## src/design/refclk_ctrl_pkg.sv

```systemverilog
// Constants for the reference clock and carrier control block.
// Assumes a single 20 MHz reference clock and a register port on serial pins.
package refclk_ctrl_pkg;

  // Register offsets (7-bit address space)
  localparam logic [6:0] ADDR_OP_MODE     = 7'h01; // Operating mode
  localparam logic [6:0] ADDR_CARRIER_MSB = 7'h07; // Carrier word bits 23:16
  localparam logic [6:0] ADDR_CARRIER_MID = 7'h08; // Carrier word bits 15:8
  localparam logic [6:0] ADDR_CARRIER_LSB = 7'h09; // Carrier word bits 7:0
  localparam logic [6:0] ADDR_IO_MAP_TWO  = 7'h26; // Pin mapping two
  localparam logic [6:0] ADDR_STATUS      = 7'h27; // Block status
  localparam logic [6:0] ADDR_REF_CFG     = 7'h59; // Reference config

  // Field positions
  localparam int MODE_LSB         = 2; // Mode field bits 4:2
  localparam int CLK_SEL_LSB      = 0; // Clock select field bits 2:0
  localparam int EXT_CLK_BIT      = 4; // External clock select bit
  localparam int ST_OSC_READY_BIT = 7; // Status: oscillator stable
  localparam int ST_SYNTH_ON_BIT  = 6; // Status: synthesizer running
  localparam int ST_CAL_BUSY_BIT  = 5; // Status: calibration running
  localparam int ST_COARSE_BIT    = 4; // Status: coarse calibration done

  // Reset values
  localparam logic [2:0] MODE_RESET    = 3'h1; // Standby
  localparam logic [2:0] CLK_SEL_RESET = 3'h0; // Output on, smallest ratio
  localparam logic       EXT_CLK_RESET = 1'b0; // Crystal in use

  // Clock output select encodings: 0..5 divide by 2^(code+1), 6..7 off
  localparam logic [2:0] CLK_SEL_LAST_DIV = 3'h5;
  localparam logic [2:0] CLK_SEL_OFF      = 3'h7;

  // Operating modes
  typedef enum logic [2:0] {
    MODE_SLEEP   = 3'b000,
    MODE_STANDBY = 3'b001,
    MODE_SYNTH   = 3'b010,
    MODE_TX      = 3'b011,
    MODE_RX      = 3'b100
  } op_mode_e;

  // Sequencer states
  typedef enum logic [1:0] {
    SEQ_IDLE     = 2'b00,
    SEQ_WAIT_OSC = 2'b01,
    SEQ_FINE_CAL = 2'b10,
    SEQ_RUN      = 2'b11
  } seq_state_e;

  // Timing
  localparam int CLK_PERIOD_NS    = 50;   // 20 MHz reference
  localparam int OSC_STARTUP_US   = 500;  // Worst-case oscillator start
  localparam int FINE_CAL_NS      = 2000; // Fine calibration duration
  localparam int COARSE_CAL_NS    = 4000; // Coarse calibration duration
  localparam int FINE_CAL_CYC     =
    (FINE_CAL_NS + CLK_PERIOD_NS - 1) / CLK_PERIOD_NS;
  localparam int COARSE_CAL_CYC   =
    (COARSE_CAL_NS + CLK_PERIOD_NS - 1) / CLK_PERIOD_NS;
  localparam int CAL_CNT_W        = 8;    // Fits both calibration counts

  // Frequency step exponent of the fractional modulator
  localparam int FRAC_BITS        = 19;
  localparam int CARRIER_W        = 24;

endpackage

```

## src/design/ref_clock_divider.sv

```systemverilog
// Divided reference clock generator feeding the clock output pin.
// Assumes the enable and select come from logic on the same clock.
`timescale 1ns/1ps
module ref_clock_divider (
  input  wire logic       ref_clk_in,  // Reference clock
  input  wire logic       sys_rst_in,  // Async reset, active high
  input  wire logic       enable_in,   // Output allowed
  input  wire logic [2:0] select_in,   // Division code
  output logic            clk_div_out  // Registered divided clock
);
  import refclk_ctrl_pkg::*;

  logic [5:0] count_q;  // Free-running divider chain
  logic [5:0] count_d;
  logic       clk_div_q;
  logic       clk_div_d;

  // Next divider count and gated tap selection
  always_comb begin
    count_d = count_q + 6'h01;
    if (enable_in && select_in <= CLK_SEL_LAST_DIV) begin
      clk_div_d = count_q[select_in];
    end else begin
      clk_div_d = 1'b0; // Off codes and gated periods hold low
    end
  end

  // Register the divider state
  always_ff @(posedge ref_clk_in or posedge sys_rst_in) begin
    if (sys_rst_in) begin
      count_q   <= 6'h00;
      clk_div_q <= 1'b0;
    end else begin
      count_q   <= count_d;
      clk_div_q <= clk_div_d;
    end
  end

  assign clk_div_out = clk_div_q;

endmodule // ref_clock_divider

```

## src/design/carrier_freq_ref_clock_control.sv

```systemverilog
// Reference clock and carrier frequency control with its serial register port.
// Assumes serial pins and oscillator status are asynchronous to ref_clk_in.
`timescale 1ns/1ps
module carrier_freq_ref_clock_control (
  input  wire logic        ref_clk_in,           // Reference clock
  input  wire logic        sys_rst_in,           // Async reset, active high
  input  wire logic        spi_nss_n_in,         // Serial select, low active
  input  wire logic        spi_sck_in,           // Serial clock
  input  wire logic        spi_mosi_in,          // Serial data in
  output logic             spi_miso_out,         // Serial data out
  output logic             spi_miso_oe_n_out,    // Low while driving
  input  wire logic        osc_stable_in,        // Oscillator detector
  output logic             ext_clk_select_out,   // Use crystal_in_a clock
  output logic             osc_enable_out,       // Run crystal oscillator
  output logic             coarse_cal_out,       // Coarse VCO calibration
  output logic             fine_cal_out,         // Fine VCO calibration
  output logic             synth_enable_out,     // Synthesizer on
  output logic [refclk_ctrl_pkg::CARRIER_W-1:0]
                           carrier_word_out,     // Applied carrier word
  output logic             carrier_load_out,     // Word applied pulse
  output logic             general_io_five_out,  // Clock output pin
  output logic             general_io_five_oe_n_out // Low while driving
);
  import refclk_ctrl_pkg::*;

  // Two-stage synchronisers for nss, sck, mosi, osc_stable
  logic [3:0] sync1_q;
  logic [3:0] sync2_q;
  logic       sck_prev_q;      // Previous synchronised sck
  logic       nss_n;           // Synchronised select
  logic       sck;             // Synchronised clock
  logic       mosi;            // Synchronised data
  logic       osc_ok;          // Synchronised oscillator status

  always_ff @(posedge ref_clk_in or posedge sys_rst_in) begin
    if (sys_rst_in) begin
      sync1_q    <= 4'h1;
      sync2_q    <= 4'h1;
      sck_prev_q <= 1'b0;
    end else begin
      sync1_q    <= {osc_stable_in, spi_mosi_in, spi_sck_in, spi_nss_n_in};
      sync2_q    <= sync1_q;
      sck_prev_q <= sync2_q[1];
    end
  end

  assign nss_n  = sync2_q[0];
  assign sck    = sync2_q[1];
  assign mosi   = sync2_q[2];
  assign osc_ok = sync2_q[3];

  // Serial frame state
  logic [2:0] bit_cnt_q, bit_cnt_d;   // Bit index within byte
  logic [7:0] rx_q, rx_d;             // Incoming shift register
  logic [7:0] tx_q, tx_d;             // Outgoing byte
  logic [6:0] addr_q, addr_d;         // Current register address
  logic       wr_q, wr_d;             // Frame is a write
  logic       first_q, first_d;       // Next byte is the address
  logic       miso_q, miso_d;         // Registered data out
  logic       miso_oe_n_q, miso_oe_n_d;

  // Register file
  logic [2:0] mode_q, mode_d;         // Operating mode
  logic [2:0] clk_sel_q, clk_sel_d;   // clock_output_select
  logic       ext_clk_q, ext_clk_d;   // External reference select
  logic [7:0] msb_shadow_q, msb_shadow_d;   // Buffered upper byte
  logic [7:0] mid_shadow_q, mid_shadow_d;   // Buffered middle byte
  logic [CARRIER_W-1:0] carrier_q, carrier_d; // Applied word
  logic       load_q, load_d;         // Applied-word pulse

  logic       sck_rise;               // Sampling edge
  logic       sck_fall;               // Shifting edge
  logic [7:0] byte_in;                // Completed byte
  logic       byte_done;              // Byte completes this cycle
  logic [6:0] rd_addr;                // Address for the next read load
  logic [7:0] rd_data;                // Read mux output
  logic [7:0] status;                 // Live status byte
  logic       coarse_done_q, coarse_done_d;
  seq_state_e seq_q, seq_d;

  assign sck_rise  = sck & ~sck_prev_q & ~nss_n;
  assign sck_fall  = ~sck & sck_prev_q & ~nss_n;
  assign byte_in   = {rx_q[6:0], mosi};
  assign byte_done = sck_rise && (bit_cnt_q == 3'h7);

  // Status byte shows the block's own state
  always_comb begin
    status                   = 8'h00;
    status[ST_OSC_READY_BIT] = osc_ok;
    status[ST_SYNTH_ON_BIT]  = (seq_q == SEQ_RUN);
    status[ST_CAL_BUSY_BIT]  = (seq_q == SEQ_FINE_CAL) || !coarse_done_q;
    status[ST_COARSE_BIT]    = coarse_done_q;
  end

  // Read mux; unmapped addresses read zero
  always_comb begin
    rd_addr = first_q ? byte_in[6:0] : addr_q + 7'h01;
    rd_data = 8'h00;
    case (rd_addr)
      ADDR_OP_MODE:     rd_data[MODE_LSB +: 3]    = mode_q;
      ADDR_CARRIER_MSB: rd_data = msb_shadow_q;
      ADDR_CARRIER_MID: rd_data = mid_shadow_q;
      ADDR_CARRIER_LSB: rd_data = carrier_q[7:0];
      ADDR_IO_MAP_TWO:  rd_data[CLK_SEL_LSB +: 3] = clk_sel_q;
      ADDR_STATUS:      rd_data = status;
      ADDR_REF_CFG:     rd_data[EXT_CLK_BIT]      = ext_clk_q;
      default:          rd_data = 8'h00;
    endcase
  end

  // Next state of the serial port and the register file
  always_comb begin
    bit_cnt_d    = bit_cnt_q;
    rx_d         = rx_q;
    tx_d         = tx_q;
    addr_d       = addr_q;
    wr_d         = wr_q;
    first_d      = first_q;
    miso_d       = miso_q;
    miso_oe_n_d  = nss_n;
    mode_d       = mode_q;
    clk_sel_d    = clk_sel_q;
    ext_clk_d    = ext_clk_q;
    msb_shadow_d = msb_shadow_q;
    mid_shadow_d = mid_shadow_q;
    carrier_d    = carrier_q;
    load_d       = 1'b0;
    if (nss_n) begin
      // Idle between frames: restart at the address byte
      bit_cnt_d = 3'h0;
      first_d   = 1'b1;
      miso_d    = 1'b0;
    end else if (sck_rise) begin
      rx_d      = byte_in;
      bit_cnt_d = bit_cnt_q + 3'h1;
      if (byte_done) begin
        tx_d = rd_data;
        if (first_q) begin
          // Address byte: bit 7 high means write
          addr_d  = byte_in[6:0];
          wr_d    = byte_in[7];
          first_d = 1'b0;
        end else begin
          addr_d = addr_q + 7'h01; // Burst advances the address
          if (wr_q) begin
            case (addr_q)
              ADDR_OP_MODE:     mode_d       = byte_in[MODE_LSB +: 3];
              ADDR_CARRIER_MSB: msb_shadow_d = byte_in;
              ADDR_CARRIER_MID: mid_shadow_d = byte_in;
              ADDR_CARRIER_LSB: begin
                carrier_d = {msb_shadow_q, mid_shadow_q, byte_in};
                load_d    = 1'b1;
              end
              ADDR_IO_MAP_TWO:  clk_sel_d    = byte_in[CLK_SEL_LSB +: 3];
              ADDR_REF_CFG:     ext_clk_d    = byte_in[EXT_CLK_BIT];
              default:          ; // Writes to other addresses are dropped
            endcase
          end
        end
      end
    end else if (sck_fall) begin
      miso_d = tx_q[3'h7 - bit_cnt_q];
    end
  end

  // Register the serial port and the register file
  always_ff @(posedge ref_clk_in or posedge sys_rst_in) begin
    if (sys_rst_in) begin
      bit_cnt_q    <= 3'h0;
      rx_q         <= 8'h00;
      tx_q         <= 8'h00;
      addr_q       <= 7'h00;
      wr_q         <= 1'b0;
      first_q      <= 1'b1;
      miso_q       <= 1'b0;
      miso_oe_n_q  <= 1'b1;
      mode_q       <= MODE_RESET;
      clk_sel_q    <= CLK_SEL_RESET;
      ext_clk_q    <= EXT_CLK_RESET;
      msb_shadow_q <= 8'h00;
      mid_shadow_q <= 8'h00;
      carrier_q    <= '0;
      load_q       <= 1'b0;
    end else begin
      bit_cnt_q    <= bit_cnt_d;
      rx_q         <= rx_d;
      tx_q         <= tx_d;
      addr_q       <= addr_d;
      wr_q         <= wr_d;
      first_q      <= first_d;
      miso_q       <= miso_d;
      miso_oe_n_q  <= miso_oe_n_d;
      mode_q       <= mode_d;
      clk_sel_q    <= clk_sel_d;
      ext_clk_q    <= ext_clk_d;
      msb_shadow_q <= msb_shadow_d;
      mid_shadow_q <= mid_shadow_d;
      carrier_q    <= carrier_d;
      load_q       <= load_d;
    end
  end

  // Sequencer and calibration state
  logic [CAL_CNT_W-1:0] cal_cnt_q, cal_cnt_d;     // Fine cal timer
  logic [CAL_CNT_W-1:0] coarse_cnt_q, coarse_cnt_d; // Coarse cal timer
  logic       fine_pulse_q, fine_pulse_d;
  logic       coarse_pulse_q, coarse_pulse_d;
  logic       coarse_started_q, coarse_started_d;
  logic       synth_mode;             // Mode needs the synthesizer
  logic       osc_en_q, osc_en_d;
  logic       synth_en_q, synth_en_d;

  assign synth_mode = (mode_q == MODE_SYNTH) || (mode_q == MODE_TX) ||
                      (mode_q == MODE_RX);

  // Next sequencer state
  always_comb begin
    seq_d            = seq_q;
    cal_cnt_d        = cal_cnt_q;
    fine_pulse_d     = 1'b0;
    coarse_pulse_d   = 1'b0;
    coarse_cnt_d     = coarse_cnt_q;
    coarse_started_d = coarse_started_q;
    coarse_done_d    = coarse_done_q;
    // Oscillator runs outside Sleep unless an external clock is used
    osc_en_d = (mode_q != MODE_SLEEP) && !ext_clk_q;
    // One coarse calibration after reset, once the reference is stable
    if (!coarse_started_q && osc_ok) begin
      coarse_started_d = 1'b1;
      coarse_pulse_d   = 1'b1;
      coarse_cnt_d     = CAL_CNT_W'(COARSE_CAL_CYC - 1);
    end else if (coarse_started_q && !coarse_done_q) begin
      if (coarse_cnt_q == '0) begin
        coarse_done_d = 1'b1;
      end else begin
        coarse_cnt_d = coarse_cnt_q - 1'b1;
      end
    end
    case (seq_q)
      SEQ_IDLE: begin
        if (synth_mode) begin
          seq_d = SEQ_WAIT_OSC;
        end
      end
      SEQ_WAIT_OSC: begin
        if (!synth_mode) begin
          seq_d = SEQ_IDLE;
        end else if (osc_ok && coarse_done_q) begin
          // Start without host command once the reference is stable and coarse calibration is done
          seq_d        = SEQ_FINE_CAL;
          fine_pulse_d = 1'b1;
          cal_cnt_d    = CAL_CNT_W'(FINE_CAL_CYC - 1);
        end
      end
      SEQ_FINE_CAL: begin
        if (!synth_mode) begin
          seq_d = SEQ_IDLE;
        end else if (cal_cnt_q == '0) begin
          seq_d = SEQ_RUN;
        end else begin
          cal_cnt_d = cal_cnt_q - 1'b1;
        end
      end
      SEQ_RUN: begin
        if (!synth_mode || !osc_ok) begin
          seq_d = SEQ_IDLE; // Each reactivation recalibrates
        end
      end
      default: seq_d = SEQ_IDLE;
    endcase
    synth_en_d = (seq_d == SEQ_RUN);
  end

  // Register the sequencer
  always_ff @(posedge ref_clk_in or posedge sys_rst_in) begin
    if (sys_rst_in) begin
      seq_q            <= SEQ_IDLE;
      cal_cnt_q        <= '0;
      coarse_cnt_q     <= '0;
      fine_pulse_q     <= 1'b0;
      coarse_pulse_q   <= 1'b0;
      coarse_started_q <= 1'b0;
      coarse_done_q    <= 1'b0;
      osc_en_q         <= 1'b0;
      synth_en_q       <= 1'b0;
    end else begin
      seq_q            <= seq_d;
      cal_cnt_q        <= cal_cnt_d;
      coarse_cnt_q     <= coarse_cnt_d;
      fine_pulse_q     <= fine_pulse_d;
      coarse_pulse_q   <= coarse_pulse_d;
      coarse_started_q <= coarse_started_d;
      coarse_done_q    <= coarse_done_d;
      osc_en_q         <= osc_en_d;
      synth_en_q       <= synth_en_d;
    end
  end

  // Clock output gating: stable reference, not Sleep, not switched off
  logic clk_out_en;
  logic pin_oe_n_q, pin_oe_n_d;

  assign clk_out_en = osc_ok && (mode_q != MODE_SLEEP) &&
                      (clk_sel_q <= CLK_SEL_LAST_DIV);

  always_comb begin
    pin_oe_n_d = !clk_out_en;
  end

  always_ff @(posedge ref_clk_in or posedge sys_rst_in) begin
    if (sys_rst_in) begin
      pin_oe_n_q <= 1'b1;
    end else begin
      pin_oe_n_q <= pin_oe_n_d;
    end
  end

  // Divided reference for general_io_five
  ref_clock_divider u_divider (
    .ref_clk_in  (ref_clk_in),
    .sys_rst_in  (sys_rst_in),
    .enable_in   (clk_out_en),
    .select_in   (clk_sel_q),
    .clk_div_out (general_io_five_out)
  );

  // Outputs straight from flip-flops
  assign spi_miso_out             = miso_q;
  assign spi_miso_oe_n_out        = miso_oe_n_q;
  assign ext_clk_select_out       = ext_clk_q;
  assign osc_enable_out           = osc_en_q;
  assign coarse_cal_out           = coarse_pulse_q;
  assign fine_cal_out             = fine_pulse_q;
  assign synth_enable_out         = synth_en_q;
  assign carrier_word_out         = carrier_q;
  assign carrier_load_out         = load_q;
  assign general_io_five_oe_n_out = pin_oe_n_q;

endmodule // carrier_freq_ref_clock_control

```

## config.mk

```make
export PLATFORM = sky130hd
export DESIGN_NAME = carrier_freq_ref_clock_control
export DESIGN_NICKNAME = d
export VERILOG_FILES = /design/src/design/refclk_ctrl_pkg.sv /design/src/design/ref_clock_divider.sv /design/src/design/carrier_freq_ref_clock_control.sv
export SDC_FILE = /design/constraint.sdc
export NUM_CORES = 1
export LEC_CHECK = 0
export BUFFER_PORTS_ARGS = -buffer_cell sky130_fd_sc_hd__buf_2
export CAP_MARGIN = 20
export CORE_UTILIZATION = 30
export DETAILED_ROUTE_END_ITERATION = 10
export PLACE_DENSITY = 0.49
export SLEW_MARGIN = 20
export SYNTH_ARGS = -nofsm -noshare
export SYNTH_HDL_FRONTEND = slang
export SYNTH_SLANG_ARGS = --single-unit
```

## constraint.sdc

```tcl
create_clock -name ref_clk_in -period 5.8 [get_ports ref_clk_in]
set_input_delay 1.16 -clock ref_clk_in [delete_from_list [all_inputs] [get_ports ref_clk_in]]
set_output_delay 1.16 -clock ref_clk_in [all_outputs]
set_load 0.02 [all_outputs]
```

==> metrics.yaml <==
status: "complete, no violations"
worstSetupPathType: "reg -> reg"
synth_edf_count: 0
drt_wl_total_mm: 13.2
cp-start-kind: "register"
antenna_found_initial: 0
die_y_um: 137
min_from: "sync1_q[2]"
peakVddDrop_v: 0.000201
slew_violations: 0
timing.reg2reg.setup_slack_ns: 2.70
slew_headroom: 0.336
final_nets: 524
worst_slack_ns: 2.70
required_ns: 6.10
cts_resized: 0
worstPathMaxFanout: 20
tightest_slew_ns: 0.988
hold_viol_final: 0
htree_levels: 4
seq_area_frac_synth: 0.541
met3_length_um: 673
via_per_inst: 5.10
end_kind: "register"
ys.flop_type: "dfrtp_1"
vias: 3823
cts_buffer_depth: 2
cap_violations: 0
power.density_nw_per_um2: 359
drive_above_1_share: 0.298
dr.pass1.iters: 6
wl_met1_mm: 6.02
synth.ff_latch_count: 118
setup_viol: 0
skew_ns: 0.00727
reg2reg_depth: 6
fin_setup_tns_ns: 0
dp_hpwl_mm: 8.98
synth.net_count: 480
dp_worst_setup_slack_ns: 2.74
drc_errors: 0
min_period_ns: 3.10
grt_max_degree: 72
cts_buffers: 17
layout_worst_path_cycle_share: 0.534
yosysTopAreaCell: "dfrtp_1"
holdBufCountCts: 0
p_leak_nw: 3.09
grt_pass1_wl_mm: 21.6
die_w_um: 137
wl_met2_mm: 6.27
yosys_warnings: 0
path_clk_slew_ns: 0.06
min_path_cells: 0
cts_tree: "built"
core_sq_um: 17900
ios: 40
async_flop_share: 1.00
ys_types: 63
area_growth_pct: 18.5
initial_core_util: 0.306
r2r_end: "mid_shadow_q[3]"
synth_commonest_cells: "dfrtp_1, mux2_2, nor2_1, nand2_1, o21ai_0"
diodes: 0
min_path_type: "reg -> reg"
rsz0062_at_grt: "no"
overflow: 0
synth.top_cell.area_share: 0.512
whs_endpoint: "sync2_q[2]"
synthTopCellsByArea: "dfrtp_1, mux2_2, dfstp_2"
gp_congestion: 0.907
fp.dieArea_sq_um: 18800
clockRootBuffer: "clkbuf_16"
ant_nets: 0
rows: 49
syn_inst: 464
grt_use_total: 0.155
numPortBuffers: 39
synth.avg_cell_area_sq_um: 11.8
drt_iter0_drc: 205
clock_latency_ns: 0.42
synth.most_common_cell: "dfrtp_1"
critPathArrivalTime_ns: 3.39
top_layer: "met4"
cts_sinks: 118
r2r_start: "sck_prev_q"
grt_pass1_vias: 3870
post_cts_buffers: 0
fmax_ghz: 0.323
netlist_area_sq_um: 5470
wl_per_cell_um: 17.6
-- state kept, by name (all words and copies together), names as in the netlist, 4 cells and up --
register,flops
addr_q,7
rx_q,7
carrier_word_out,24
tx_q,8
u_divider.count_q,6
sync1_q,4
mid_shadow_q,8
sync2_q,4
msb_shadow_q,8
cal_cnt_q,8
coarse_cnt_q,8
-- per-stage QoR --
| stage | hold slack (ns) | util | area, sq um | total power [W] | std cells |
|---|---|---|---|---|---|
| after global placement | 0.339 | 0.329 | 5880 | 0.00128 | 718 |
| final | 0.347 | 0.362 | 6490 | 0.00233 | 750 |
| after global routing | 0.355 | 0.362 | 6490 | 0.00244 | 750 |
| after CTS | 0.350 | 0.362 | 6490 | 0.00236 | 750 |
| after floorplan | 0.331 | - | 5470 | 0.00118 | 464 |
| after detailed placement | 0.336 | 0.329 | 5880 | 0.00128 | 718 |
-- cell families (layout without fill, tap and decap cells) --
logic type	count (synthesis)	after routing	share of synthesized area
multiplexers	72	72	0.154
adder cells (fa/ha/maj)	10	10	0.0229
AND/OR/NAND/NOR	142	142	0.139
buffers and inverters	32	89	0.0272
flip-flops	118	118	0.541
AO/OA/AOI/OAI	69	69	0.0830
XOR/XNOR	21	21	0.0336
-- layer usage --
metal | vias up | global-route usage
met3 | 19 | 0.0485
li1 | 1760 | -
met1 | 1930 | 0.202
met4 | 0 | 0.0653
met2 | 114 | 0.237
met5 | - | 0
-- cell type report --
class                   count  area [sq um]
clock buffers              19           453
inverters                  16          62.6
flip-flops and latches    118          2960
clock inverters            13           149
fillers                  1776         11400
repair buffers             41           210
well taps                 229           287
multi-input cells         314          2360
-- worst max-delay path, stage by stage (launching register included) --
cell and delay, ns:
dfrtp_1 0.37, and2b_1 0.28, nor2b_1 0.58, nand2_1 0.59
nor2_1 0.29, nand4_1 0.42, mux2_2 0.43
-- worst max-delay path by stage --
stage | start | endpoint | slack (ns)
3_3_place_gp | sck_prev_q | mid_shadow_q[2] | 2.84
2_1_floorplan | sys_rst_in | addr_q[0] | 1.52
3_5_place_dp | sck_prev_q | mid_shadow_q[3] | 2.74
5_1_grt | sck_prev_q | mid_shadow_q[0] | 2.44
6_report | sck_prev_q | mid_shadow_q[3] | 2.70
4_1_cts | sck_prev_q | mid_shadow_q[3] | 2.69
-- placed cells by master (no fill, tap or decap), types with 9 or more instances in the layout --
cell type / n
buf_2: 39
a21oi_1: 12
clkbuf_16: 17
a31oi_1: 10
ha_1: 10
nand2_1: 31
mux2_2: 59
dfrtp_1: 112
nand3_1: 9
o21ai_0: 17
nor2_1: 41
inv_1: 14
xnor2_1: 15
-- power by group --
| part | switching (W) | internal (W) | leakage (nW) |
|---|---|---|---|
| clock network | 0.000402 | 0.000659 | 0.280 |
| registers | 0.000102 | 0.000881 | 1.56 |
| logic | 0.000168 | 0.000118 | 1.25 |
Note: power is estimated with default switching activity, not from simulation.
